===== config.mk =====
export PLATFORM = sky130hd
export DESIGN_NAME = pmbrc_regs
export DESIGN_NICKNAME = d
export VERILOG_FILES = /design/src/pmbrc_pkg.sv /design/src/pmbrc_regs.sv
export SDC_FILE = /design/constraint.sdc
export NUM_CORES = 2
export LEC_CHECK = 0
export ABC_AREA = 0
export BUFFER_PORTS_ARGS = -buffer_cell sky130_fd_sc_hd__buf_2
export CAP_MARGIN = 25
export CORE_MARGIN = 2
export CORE_UTILIZATION = 60
export DETAILED_ROUTE_END_ITERATION = 7
export PLACE_DENSITY = 0.83
export SETUP_SLACK_MARGIN = 0.4
export SLEW_MARGIN = 0
export SYNTH_ARGS = -nofsm -noshare
export SYNTH_HDL_FRONTEND = slang
export SYNTH_SLANG_ARGS = --single-unit

===== constraint.sdc =====
create_clock -name clk -period 187.6 [get_ports clk]
set_input_delay 37.52 -clock clk [delete_from_list [all_inputs] [get_ports clk]]
set_output_delay 37.52 -clock clk [all_outputs]
set_load 0.01 [all_outputs]

===== src/pmbrc_pkg.sv =====
// =====================================================================
// Shared constants for the rail configuration bank
package pmbrc_pkg;
  localparam int NPAGE = 2;

  // =====================================================================
  // Command codes and reset values
  localparam logic [7:0]  CMD_SLEW  = 8'h27;
  localparam logic [7:0]  CMD_DROOP = 8'h28;
  localparam logic [7:0]  CMD_FREQ  = 8'h33;
  localparam logic [7:0]  CMD_ILV   = 8'h37;
  localparam logic [7:0]  CMD_GAIN  = 8'h38;
  localparam logic [7:0]  CMD_OFS   = 8'h39;
  localparam logic [15:0] RST_SLEW  = 16'hBA00;
  localparam logic [15:0] RST_GAIN  = 16'hB2AE;
  localparam logic [15:0] RST_OFS   = 16'hBD00;
  // Largest positive exponent/mantissa pair means move at once
  localparam logic [15:0] SLEW_FASTEST = 16'h7BFF;

  // =====================================================================
  // Linear-11 layout and fixed-point scaling
  localparam int LIN_EXP_LSB = 11;
  localparam int LIN_EXP_MAX = 20;
  localparam int FX_FRAC     = 8;
  localparam int SLEW_MIN_FX = 26;
  localparam int SLEW_MAX_FX = 1024;
  localparam int DROOP_MAX_FX = 10240;
  localparam int IOUT_FRAC   = 4;
  localparam int DROOP_SHIFT = FX_FRAC + IOUT_FRAC;

  // =====================================================================
  // Timing: one setpoint step per threshold of accumulated rate
  localparam int CLK_MHZ        = 125;
  localparam int CLK_KHZ        = CLK_MHZ * 1000;
  localparam int VOUT_LSB_PER_V = 8192;
  localparam int STEP_THRESH    =
    (1 << FX_FRAC) * CLK_KHZ / VOUT_LSB_PER_V;

  // =====================================================================
  // Switching rate divider
  localparam int FSW_BASE_KHZ = 16000;
  localparam int DIV_MIN      = 12;
  localparam int DIV_MAX      = 80;
  localparam int FSW_MIN_KHZ  = 200;
  localparam int FSW_MAX_KHZ  = 1333;

  // =====================================================================
  // Phase placement fields, slots of 22.5 degrees
  localparam int         ILV_CNT_LSB = 4;
  localparam int         ILV_POS_LSB = 0;
  localparam int         ILV_FLD_W   = 4;
  localparam logic [4:0] ILV_ZERO_AS = 5'h10;
  localparam int         SLOTS_360   = 16;
  localparam int         SLOTS_180   = 8;

  typedef enum logic [2:0] {
    PMBRC_IDLE   = 3'b001,
    PMBRC_SLEW   = 3'b010,
    PMBRC_FOLLOW = 3'b100
  } pmbrc_slew_t;
endpackage : pmbrc_pkg


===== src/pmbrc_regs.sv =====
`timescale 1ns/100ps
module pmbrc_regs (
  input  wire logic                      clk,
  input  wire logic                      sys_rst,
  input  wire logic                      ce,
  input  wire logic                      cmd_valid,
  input  wire logic                      cmd_write,
  input  wire logic                      cmd_page,
  input  wire logic [7:0]                cmd_code,
  input  wire logic [15:0]               cmd_wdata,
  input  wire logic                      write_protect,
  output logic                           rsp_valid,
  output logic [15:0]                    rsp_rdata,
  output logic                           rsp_err,
  input  wire logic [15:0]               cfg_droop_strap,
  input  wire logic [15:0]               cfg_ilv_strap,
  input  wire logic [15:0]               sync_freq_strap,
  input  wire logic [1:0][15:0]          vout_target,
  input  wire logic [1:0]                soft_ramp,
  input  wire logic [1:0]                output_on,
  input  wire logic [1:0][15:0]          iout_sense,
  output logic [1:0][15:0]               vout_setpoint,
  output logic [1:0][15:0]               droop_mv,
  output logic [1:0][4:0]                phase0_slot,
  output logic [1:0][4:0]                phase1_slot,
  output logic [6:0]                     switching_rate_div,
  output logic [1:0][15:0]               cal_gain,
  output logic [1:0][15:0]               cal_offset
);

  // =====================================================================
  // Helpers
  // Shift is capped so a huge exponent saturates instead of wrapping
  function automatic int pmbrc_lin11(input logic [15:0] w, input int fr);
    int m;
    int e;
    m = int'(signed'(w[pmbrc_pkg::LIN_EXP_LSB-1:0]));
    e = int'(signed'(w[15:pmbrc_pkg::LIN_EXP_LSB])) + fr;
    if (e > pmbrc_pkg::LIN_EXP_MAX)
      e = pmbrc_pkg::LIN_EXP_MAX;
    if (e >= 0)
      return m <<< e;
    return m >>> (-e);
  endfunction : pmbrc_lin11

  function automatic int pmbrc_clamp(input int v, input int lo,
                                     input int hi);
    return (v < lo) ? lo : ((v > hi) ? hi : v);
  endfunction : pmbrc_clamp

  function automatic logic pmbrc_known(input logic [7:0] c);
    return c inside {pmbrc_pkg::CMD_SLEW, pmbrc_pkg::CMD_DROOP,
                     pmbrc_pkg::CMD_FREQ, pmbrc_pkg::CMD_ILV,
                     pmbrc_pkg::CMD_GAIN, pmbrc_pkg::CMD_OFS};
  endfunction : pmbrc_known

  // Anything past a full turn folds back by whole turns
  function automatic logic [4:0] pmbrc_wrap(input int s);
    if (s > pmbrc_pkg::SLOTS_360)
      return 5'((s - 1) % pmbrc_pkg::SLOTS_360 + 1);
    return 5'(s);
  endfunction : pmbrc_wrap

  // =====================================================================
  // Strap synchronisers; straps are pins, so two flops first
  logic [2:0][15:0] strap_s1;
  logic [2:0][15:0] strap_s2;
  always_ff @(posedge clk)
  begin
    strap_s1 <= {sync_freq_strap, cfg_ilv_strap, cfg_droop_strap};
    strap_s2 <= strap_s1;
  end

  // =====================================================================
  // Register storage; frequency is one word shared by both pages
  logic [1:0][15:0] slew;
  logic [1:0][15:0] droop;
  logic [1:0][15:0] ilv;
  logic [15:0]      freq;
  wire              wr_ok = cmd_valid & cmd_write & ~write_protect &
                            pmbrc_known(cmd_code);

  // Protected writes leave every register untouched
  always_ff @(posedge clk)
  begin
    if (sys_rst)
    begin
      slew       <= {2{pmbrc_pkg::RST_SLEW}};
      droop      <= {2{strap_s2[0]}};
      ilv        <= {2{strap_s2[1]}};
      freq       <= strap_s2[2];
      cal_gain   <= {2{pmbrc_pkg::RST_GAIN}};
      cal_offset <= {2{pmbrc_pkg::RST_OFS}};
    end
    else if (ce && wr_ok)
    begin
      case (cmd_code)
        pmbrc_pkg::CMD_SLEW:  slew[cmd_page]       <= cmd_wdata;
        pmbrc_pkg::CMD_DROOP: droop[cmd_page]      <= cmd_wdata;
        pmbrc_pkg::CMD_FREQ:  freq                 <= cmd_wdata;
        pmbrc_pkg::CMD_ILV:   ilv[cmd_page]        <= cmd_wdata;
        pmbrc_pkg::CMD_GAIN:  cal_gain[cmd_page]   <= cmd_wdata;
        pmbrc_pkg::CMD_OFS:   cal_offset[cmd_page] <= cmd_wdata;
        default:              slew                 <= slew;
      endcase
    end
  end

  // =====================================================================
  // Read selection and response
  wire [15:0] rd_val =
    (cmd_code == pmbrc_pkg::CMD_SLEW)  ? slew[cmd_page] :
    (cmd_code == pmbrc_pkg::CMD_DROOP) ? droop[cmd_page] :
    (cmd_code == pmbrc_pkg::CMD_FREQ)  ? freq :
    (cmd_code == pmbrc_pkg::CMD_ILV)   ? ilv[cmd_page] :
    (cmd_code == pmbrc_pkg::CMD_GAIN)  ? cal_gain[cmd_page] :
    (cmd_code == pmbrc_pkg::CMD_OFS)   ? cal_offset[cmd_page] : 16'h0000;
  wire rd_bad = ~pmbrc_known(cmd_code) | (cmd_write & write_protect);

  // Answer one cycle after the request
  always_ff @(posedge clk)
  begin
    if (sys_rst)
    begin
      rsp_valid <= 1'b0;
      rsp_rdata <= 16'h0000;
      rsp_err   <= 1'b0;
    end
    else if (ce)
    begin
      rsp_valid <= cmd_valid;
      rsp_rdata <= (cmd_valid & ~cmd_write) ? rd_val : 16'h0000;
      rsp_err   <= cmd_valid & rd_bad;
    end
  end

  // =====================================================================
  // Switching rate divider; out-of-range kHz is clamped, never refused
  int fkhz;
  int ndiv;
  assign fkhz = pmbrc_clamp(pmbrc_lin11(freq, 0), pmbrc_pkg::FSW_MIN_KHZ,
                            pmbrc_pkg::FSW_MAX_KHZ);
  assign ndiv = pmbrc_clamp((pmbrc_pkg::FSW_BASE_KHZ + fkhz / 2) / fkhz,
                            pmbrc_pkg::DIV_MIN, pmbrc_pkg::DIV_MAX);

  // Divider loads in reset; otherwise it only moves while both outputs are off, never mid-switching
  always_ff @(posedge clk)
  begin
    if (sys_rst || (ce && output_on == 2'b00))
      switching_rate_div <= 7'(ndiv);
  end

  // =====================================================================
  // Per-page slew engine, load line and phase placement
  genvar g;
  generate
    for (g = 0; g < pmbrc_pkg::NPAGE; g++)
    begin : g_page
      pmbrc_pkg::pmbrc_slew_t st;
      pmbrc_pkg::pmbrc_slew_t next_st;
      logic [15:0]            next_sp;
      logic [12:0]            acc;
      logic [12:0]            next_acc;
      int                     rate_fx;
      int                     sum;
      int                     prod;
      int                     slot_raw;
      logic [4:0]             cnt;
      logic [4:0]             pos;
      wire                    fast = (slew[g] == pmbrc_pkg::SLEW_FASTEST);
      wire [15:0]             sp   = vout_setpoint[g];
      wire [15:0]             tgt  = vout_target[g];

      // Rate held inside 0.1..4 V/ms, scaled by two^FX_FRAC
      assign rate_fx = pmbrc_clamp(pmbrc_lin11(slew[g], pmbrc_pkg::FX_FRAC),
        pmbrc_pkg::SLEW_MIN_FX, pmbrc_pkg::SLEW_MAX_FX);
      assign sum = int'(acc) + rate_fx;

      // Accumulator trades a divider for one compare per cycle
      always_comb
      begin
        next_st  = st;
        next_sp  = sp;
        next_acc = acc;
        case (st)
          pmbrc_pkg::PMBRC_IDLE:
            if (soft_ramp[g])
              next_st = pmbrc_pkg::PMBRC_FOLLOW;
            else if (tgt != sp && fast)
              next_sp = tgt;
            else if (tgt != sp)
              next_st = pmbrc_pkg::PMBRC_SLEW;
          pmbrc_pkg::PMBRC_SLEW:
            if (soft_ramp[g])
              next_st = pmbrc_pkg::PMBRC_FOLLOW;
            else if (tgt == sp)
            begin
              next_st  = pmbrc_pkg::PMBRC_IDLE;
              next_acc = 13'h0000;
            end
            else if (fast)
              next_sp = tgt;
            else if (sum >= pmbrc_pkg::STEP_THRESH)
            begin
              next_acc = 13'(sum - pmbrc_pkg::STEP_THRESH);
              next_sp  = (tgt > sp) ? sp + 16'h0001
                                    : sp - 16'h0001;
            end
            else
              next_acc = 13'(sum);
          pmbrc_pkg::PMBRC_FOLLOW:
          begin
            next_sp = tgt;
            if (!soft_ramp[g])
            begin
              next_st  = pmbrc_pkg::PMBRC_IDLE;
              next_acc = 13'h0000;
            end
          end
          default: next_st = pmbrc_pkg::PMBRC_IDLE;
        endcase
      end

      // Load line: mV = slope * amps; sign carries through for sinking
      assign prod = pmbrc_clamp(pmbrc_lin11(droop[g], pmbrc_pkg::FX_FRAC),
        0, pmbrc_pkg::DROOP_MAX_FX) * int'(signed'(iout_sense[g]));

      // Zero in a field stands for sixteen
      assign cnt = (ilv[g][pmbrc_pkg::ILV_CNT_LSB +: pmbrc_pkg::ILV_FLD_W]
                    == 4'h0) ? pmbrc_pkg::ILV_ZERO_AS
        : {1'b0, ilv[g][pmbrc_pkg::ILV_CNT_LSB +: pmbrc_pkg::ILV_FLD_W]};
      assign pos = (ilv[g][pmbrc_pkg::ILV_POS_LSB +: pmbrc_pkg::ILV_FLD_W]
                    == 4'h0) ? pmbrc_pkg::ILV_ZERO_AS
        : {1'b0, ilv[g][pmbrc_pkg::ILV_POS_LSB +: pmbrc_pkg::ILV_FLD_W]};
      assign slot_raw = (int'(pos) * pmbrc_pkg::SLOTS_360 + int'(cnt) / 2)
                        / int'(cnt);

      always_ff @(posedge clk)
      begin
        if (sys_rst)
        begin
          st               <= pmbrc_pkg::PMBRC_IDLE;
          acc              <= 13'h0000;
          vout_setpoint[g] <= 16'h0000;
          droop_mv[g]      <= 16'h0000;
          phase0_slot[g]   <= 5'h00;
          phase1_slot[g]   <= 5'h00;
        end
        else if (ce)
        begin
          st               <= next_st;
          acc              <= next_acc;
          vout_setpoint[g] <= next_sp;
          droop_mv[g] <= 16'(prod >>> pmbrc_pkg::DROOP_SHIFT);
          phase0_slot[g]   <= pmbrc_wrap(slot_raw);
          phase1_slot[g]   <= pmbrc_wrap(int'(pmbrc_wrap(slot_raw)) +
                                         pmbrc_pkg::SLOTS_180);
        end
      end

    end
  endgenerate
endmodule : pmbrc_regs


# Word level (Yosys, flattened, before mapping)
# Cells that the tools add are included.
# word_totals
in_bits,147
out_inout_bits,173
regBits,413
elab_cells,336
# op_classes
n_shift,10
magnitude_cmp,32
n_eq_ne,38
n_mux,134
n_div,3
mul,2
bitwise,15
reduce_logical,37
add_sub_neg,31
# op_table
cell,n
$mux 32,31
$mux 16,35
$bwmux 32,5
$ge 32x1->1 const B,5
$neg 32->32,5
$sshl 11x32->32,5
$sshr 11x32->32,5
$mux 13,10
$gt 32x12->1 const B,3
$pmux 16 s3,2
$mux 5,16
$add 14x32->32,2
$div 32x6->32,2
$ge 32x13->1 const B,2
$gt 32x15->1 const B,2
$gt 32x6->1 const B,2
$lt 32x1->1 const B,2
$lt 32x6->1 const B,2
$mul 32x16->28,2
$sub 32x2->32 const B,2
$pmux 13 s2,2
$eq 8x6->1 const B,6
$mux 3,12
$add 15x32->32 const A,1
46 further kinds,141

# Longest topological paths before layout
# depth
depth_word,19
ltp_mapped,645
mapped_depth_nobuf,600

# Worst setup path before layout
# Ideal clock, no wire load.
# synth_timing
path_type,register -> register
startpoint,reg freq[11]
endpoint,"reg switching_rate_div[4], data pin"
required_ns,187.333
n_path_buf,45
setup_time_ns,0.267
period_less_slack_ns,110.432
path_slack_ns,77.168
path_stages_with_launch,641
arrival_ns,110.165
cell_sequence,edfxtp_1 -> clkbuf_1 -> inv_1 -> ha_1 -> nand2_1 -> inv_1 -> ha_1 -> inv_1 -> ha_1 -> nor4_1 -> nand4_1 -> nor2_1 -> nand4_1 -> or3_1 -> nor2_1 -> mux2i_1 -> mux2i_1 -> nor2_1 -> (+605 left out) -> a21oi_1 -> nor2b_1 -> o21ai_0 -> nand2b_1 -> a21oi_1 -> nor2b_1 -> o21ai_0 -> nand2b_1 -> a21oi_1 -> o31ai_1 -> a221oi_1 -> ha_1 -> and3_1 -> o21ai_0 -> nand2_1 -> nand2_1 -> inv_1 -> nand2_1
# synth_via
elab_chain_len,14
elab_cells_between_ends,20
classes_between,add/sub: 3; div: 1; order compare: 6; shift: 2; mux: 7; bitwise: 1
# synth_lines
element,line,rtl
"start, declared",pmbrc_regs.sv:79,logic [15:0] freq;
"start signal, assigned",pmbrc_regs.sv:91,freq <= strap_s2[2];
"start signal, assigned",pmbrc_regs.sv:100,pmbrc_pkg::CMD_FREQ: freq <= cmd_wdata;
$gt 5x6->1,pmbrc_regs.sv:39,if (e > pmbrc_pkg::LIN_EXP_MAX)
$mux 32 (*),pmbrc_regs.sv:39,
$neg 32->32 (tied with other cells),pmbrc_regs.sv:43,return m >>> (-e);
$sshr 11x32->32 (tied with other cells),pmbrc_regs.sv:43,
$mux 32 (*),pmbrc_regs.sv:43,
$gt 32x12->1,pmbrc_regs.sv:48,return (v < lo) ? lo : ((v > hi) ? hi : v);
$mux 32,pmbrc_regs.sv:48,
$mux 32 (*),pmbrc_regs.sv:48,
$and 1x1->1 (no line),-,
$add 32x1->32 (no line),-,
$add 15x32->32,pmbrc_regs.sv:143,"assign ndiv = pmbrc_clamp((pmbrc_pkg::FSW_BASE_KHZ + fkhz / 2) / fkhz,"
$div 32x32->32 (*),pmbrc_regs.sv:143,
$gt 32x8->1,pmbrc_regs.sv:48,
$mux 7,pmbrc_regs.sv:48,
"end signal, assigned",pmbrc_regs.sv:150,switching_rate_div <= 7'(ndiv);
"end, declared",pmbrc_regs.sv:26,"output logic [6:0] switching_rate_div,"
# Mark *: on every way between the ends. The rest lies on a longest branch, timed or not.
# A chain may end at the register's enable or synchronous reset.

# Worst setup path in the final report
# layout_timing
startpoint,reg freq[15]
endpoint,"reg switching_rate_div[4], data pin"
# Same word-level chain as after synthesis.

==> flow_summary.json <==
{
  "outcome": "complete, no violations",
  "layout.cells.most_common": "nand2_1",
  "cts_hold_buf": 0,
  "synth-async-reset-ratio": 0,
  "crit_top_cell": "o21a_1",
  "die_area_sq_mm": 0.171,
  "die_x_um": 413,
  "die_h_um": 413,
  "fmax_mhz": 8.50,
  "ys.flop_type": "dfxtp_1",
  "r2r_slack_ns": 69.99,
  "grt_usage": 0.334,
  "crit_family": "compound AO/OA/AOI/OAI gates",
  "drtIter0Drc": 9159,
  "cp.arrival_ns": 118.03,
  "hold_viol": 0,
  "min_period_ns": 117.61,
  "place_ws_ns": 71.60,
  "viasPerCell": 6.28,
  "rr_endpoint": "switching_rate_div[4]",
  "skew_ns": 0.0386,
  "synth.area.top_cells": "ha_1 (14%), fa_1 (10%), dfxtp_1 (6.4%), nand2_1 (5.6%), o21a_1 (4.2%)",
  "synthSimpleGateAreaFrac": 0.269,
  "nets": 15250,
  "synth_top_area_share": 0.140,
  "antenna_found_initial": 22,
  "cp-start-kind": "flip-flop",
  "timing_max_transition_violations_final": 0,
  "tightest_slew_ns": 1.15,
  "slowest_stage": "a21oi_1",
  "slowest_delay_ns": 0.82,
  "clk_pin_slew_ns": 0.07,
  "grt_max_degree": 66,
  "reg2reg_from": "freq[15]",
  "numCtsBuffers": 49,
  "firstDrtPassIters": 8,
  "muxShareOfSynthArea": 0.0517,
  "io_buffers": 319,
  "cts_resized": 0,
  "first_global_vias": 91469,
  "coreArea_sq_mm": 0.167,
  "fin_crit_sh": 0.627,
  "final_cell_mix": "nand2_1 (1494), ha_1 (1121), nor2_1 (1110)",
  "min-delay-start": "strap_s1[41]",
  "routed_wl_um": 295000,
  "synth_seq_cells": 407,
  "gp_congestion": 1.01,
  "setup_viol": 0,
  "synth-compound-area-share": 0.244,
  "max-cap-violations": 0,
  "rsz0062_at_grt": "no",
  "worst-path-max-fanout": 60,
  "hpwlAfterDp_um": 236000,
  "hold_end": "strap_s2[41]",
  "whs_path_depth": 0,
  "min_path_type": "flip-flop to flip-flop",
  "r2r_cells": 602,
  "synth_adder_area_share": 0.241,
  "syn_inst": 13046,
  "tritoncts": "built",
  "overflow": 0,
  "drc": 0,
  "routedWlPerCell_um": 18.7,
  "synth_edf_count": 87,
  "netlist_area_sq_mm": 0.100,
  "h-tree-depth": 2,
  "root_buffer": "clkbuf_16",
  "slew_headroom": 0.235,
  "drt.antenna.violating_nets": 0,
  "cts_setup_buffers": 0,
  "path_buf_inv": 37,
  "yosys.cell_types.count": 214,
  "syn_to_final_growth_pct": 6.15,
  "grt_pass1_wl_um": 472000,
  "worstSetupEndpointType": "flip-flop",
  "io_pins": 320,
  "seq_area_frac_synth": 0.0898,
  "synth_top_family_by_area": "simple AND/OR/NAND/NOR gates",
  "layout_setup_ws_ns": 69.99,
  "vias": 98785,
  "crit_type": "flip-flop to flip-flop",
  "synth-xor-area-share": 0.0448,
  "clock_sinks": 407,
  "fp-row-count": 150,
  "fin_setup_tns_ns": 0,
  "drive_gt1_frac": 0.121,
  "insertion_delay_ns": 0.71,
  "crit_required_ns": 188.01,
  "yosys_warnings": 0,
  "clockBufferDepth": 3,
  "yosysTopAreaCell": "ha_1",
  "synth.avg_cell_area_sq_um": 7.70,
  "path_depth": 602,
  "start_util": 0.603
}
-- worst reg2reg max path: cells and delay by family, from the launching register on --
family	cells	cell delay (ns)
adders and majority gates	27	8.02
AOI/OAI and AO/OA	428	83.62
and+or+nand+nor	103	15.45
buffers and inverters	37	7.46
muxes	7	2.03
DFF	1	0.75
-- how the worst max path moves through the flow --
stage	start	to	slack, ns
floorplan	freq[11]	switching_rate_div[4]	77.17
global placement	freq[15]	switching_rate_div[4]	74.43
detailed placement	freq[15]	switching_rate_div[4]	71.60
CTS	freq[15]	switching_rate_div[4]	70.97
global route	freq[15]	switching_rate_div[0]	60.42
finish	freq[15]	switching_rate_div[4]	69.99
-- synthesized netlist by cell type (all sizes together), types with 33 or more instances --
| library cell | n |
|---|---|
| a211oi | 135 |
| a21boi | 52 |
| a21o | 131 |
| a21oi | 723 |
| a221oi | 33 |
| a22oi | 54 |
| a31oi | 105 |
| and2 | 309 |
| and2b | 47 |
| and3 | 163 |
| and4 | 51 |
| buf | 137 |
| clkbuf | 387 |
| dfxtp | 320 |
| edfxtp | 87 |
| fa | 502 |
| ha | 1121 |
| inv | 835 |
| mux2 | 195 |
| mux2i | 274 |
| nand2 | 1513 |
| nand2b | 140 |
| nand3 | 281 |
| nand4 | 142 |
| nor2 | 1149 |
| nor2b | 131 |
| nor3 | 742 |
| nor3b | 45 |
| nor4 | 102 |
| o211a | 45 |
| o211ai | 92 |
| o21a | 574 |
| o21ai | 533 |
| o21bai | 63 |
| o221ai | 36 |
| o22ai | 48 |
| o31ai | 379 |
| or2 | 108 |
| or2b | 47 |
| or3 | 78 |
| or4 | 35 |
| xnor2 | 353 |
| xor2 | 157 |
-- cells by family after synthesis --
| logic type | count (synthesis) |
|---|---|
| simple gates | 5226 |
| compound gates | 3416 |
| fa+ha+maj | 1632 |
| buf+inv | 1377 |
| xor+xnor | 510 |
| mux | 476 |
| flops | 407 |
| other cells | 2 |
-- layout make-up --
cell class                 instances  area (sq um)
multi-input combinational      11737         87400
fill                           14792         60000
sequential                       407          9020
inverter                         845          3180
tap                             2204          2760
timing repair buffer             440          2550
clock buffer                      67          1430
clock inverter                    25           337
antenna                           12          30.0
-- stage by stage --
stage          hold slack (ns)  utilization  cell area (sq um)  instances
2_1_floorplan            0.310            -             102000      13521
3_3_place_gp             0.311        0.629             105000      15629
3_5_place_dp             0.312        0.629             105000      15631
4_1_cts                  0.324        0.640             107000      15723
5_1_grt                  0.325        0.640             107000      15734
6_report                 0.320        0.640             107000      15737
-- routing by layer --
| metal | GRT usage | vias to the layer above | wire length [um] |
|---|---|---|---|
| li1 | - | 47809 | - |
| met1 | 0.452 | 46302 | 126000 |
| met2 | 0.531 | 4031 | 129000 |
| met3 | 0.0553 | 633 | 27600 |
| met4 | 0.126 | 10 | 12100 |
| met5 | 0 | - | 71 |
-- flip-flops by register name (all words and copies together) (netlist names) --
register,count
strap_s1,48
strap_s2,48
phase1_slot,4
g_page.acc,26
droop_mv,32
g_page.sp,32
rsp_rdata,16
rsp_err,1
ilv,32
cal_offset,32
droop,32
slew,32
g_page.st,6
switching_rate_div,7
phase0_slot,10
rsp_valid,1
freq,16
cal_gain,32
Power is not shown: default switching activity piles up to over one toggle a cycle in this logic, so the estimate is an artifact.
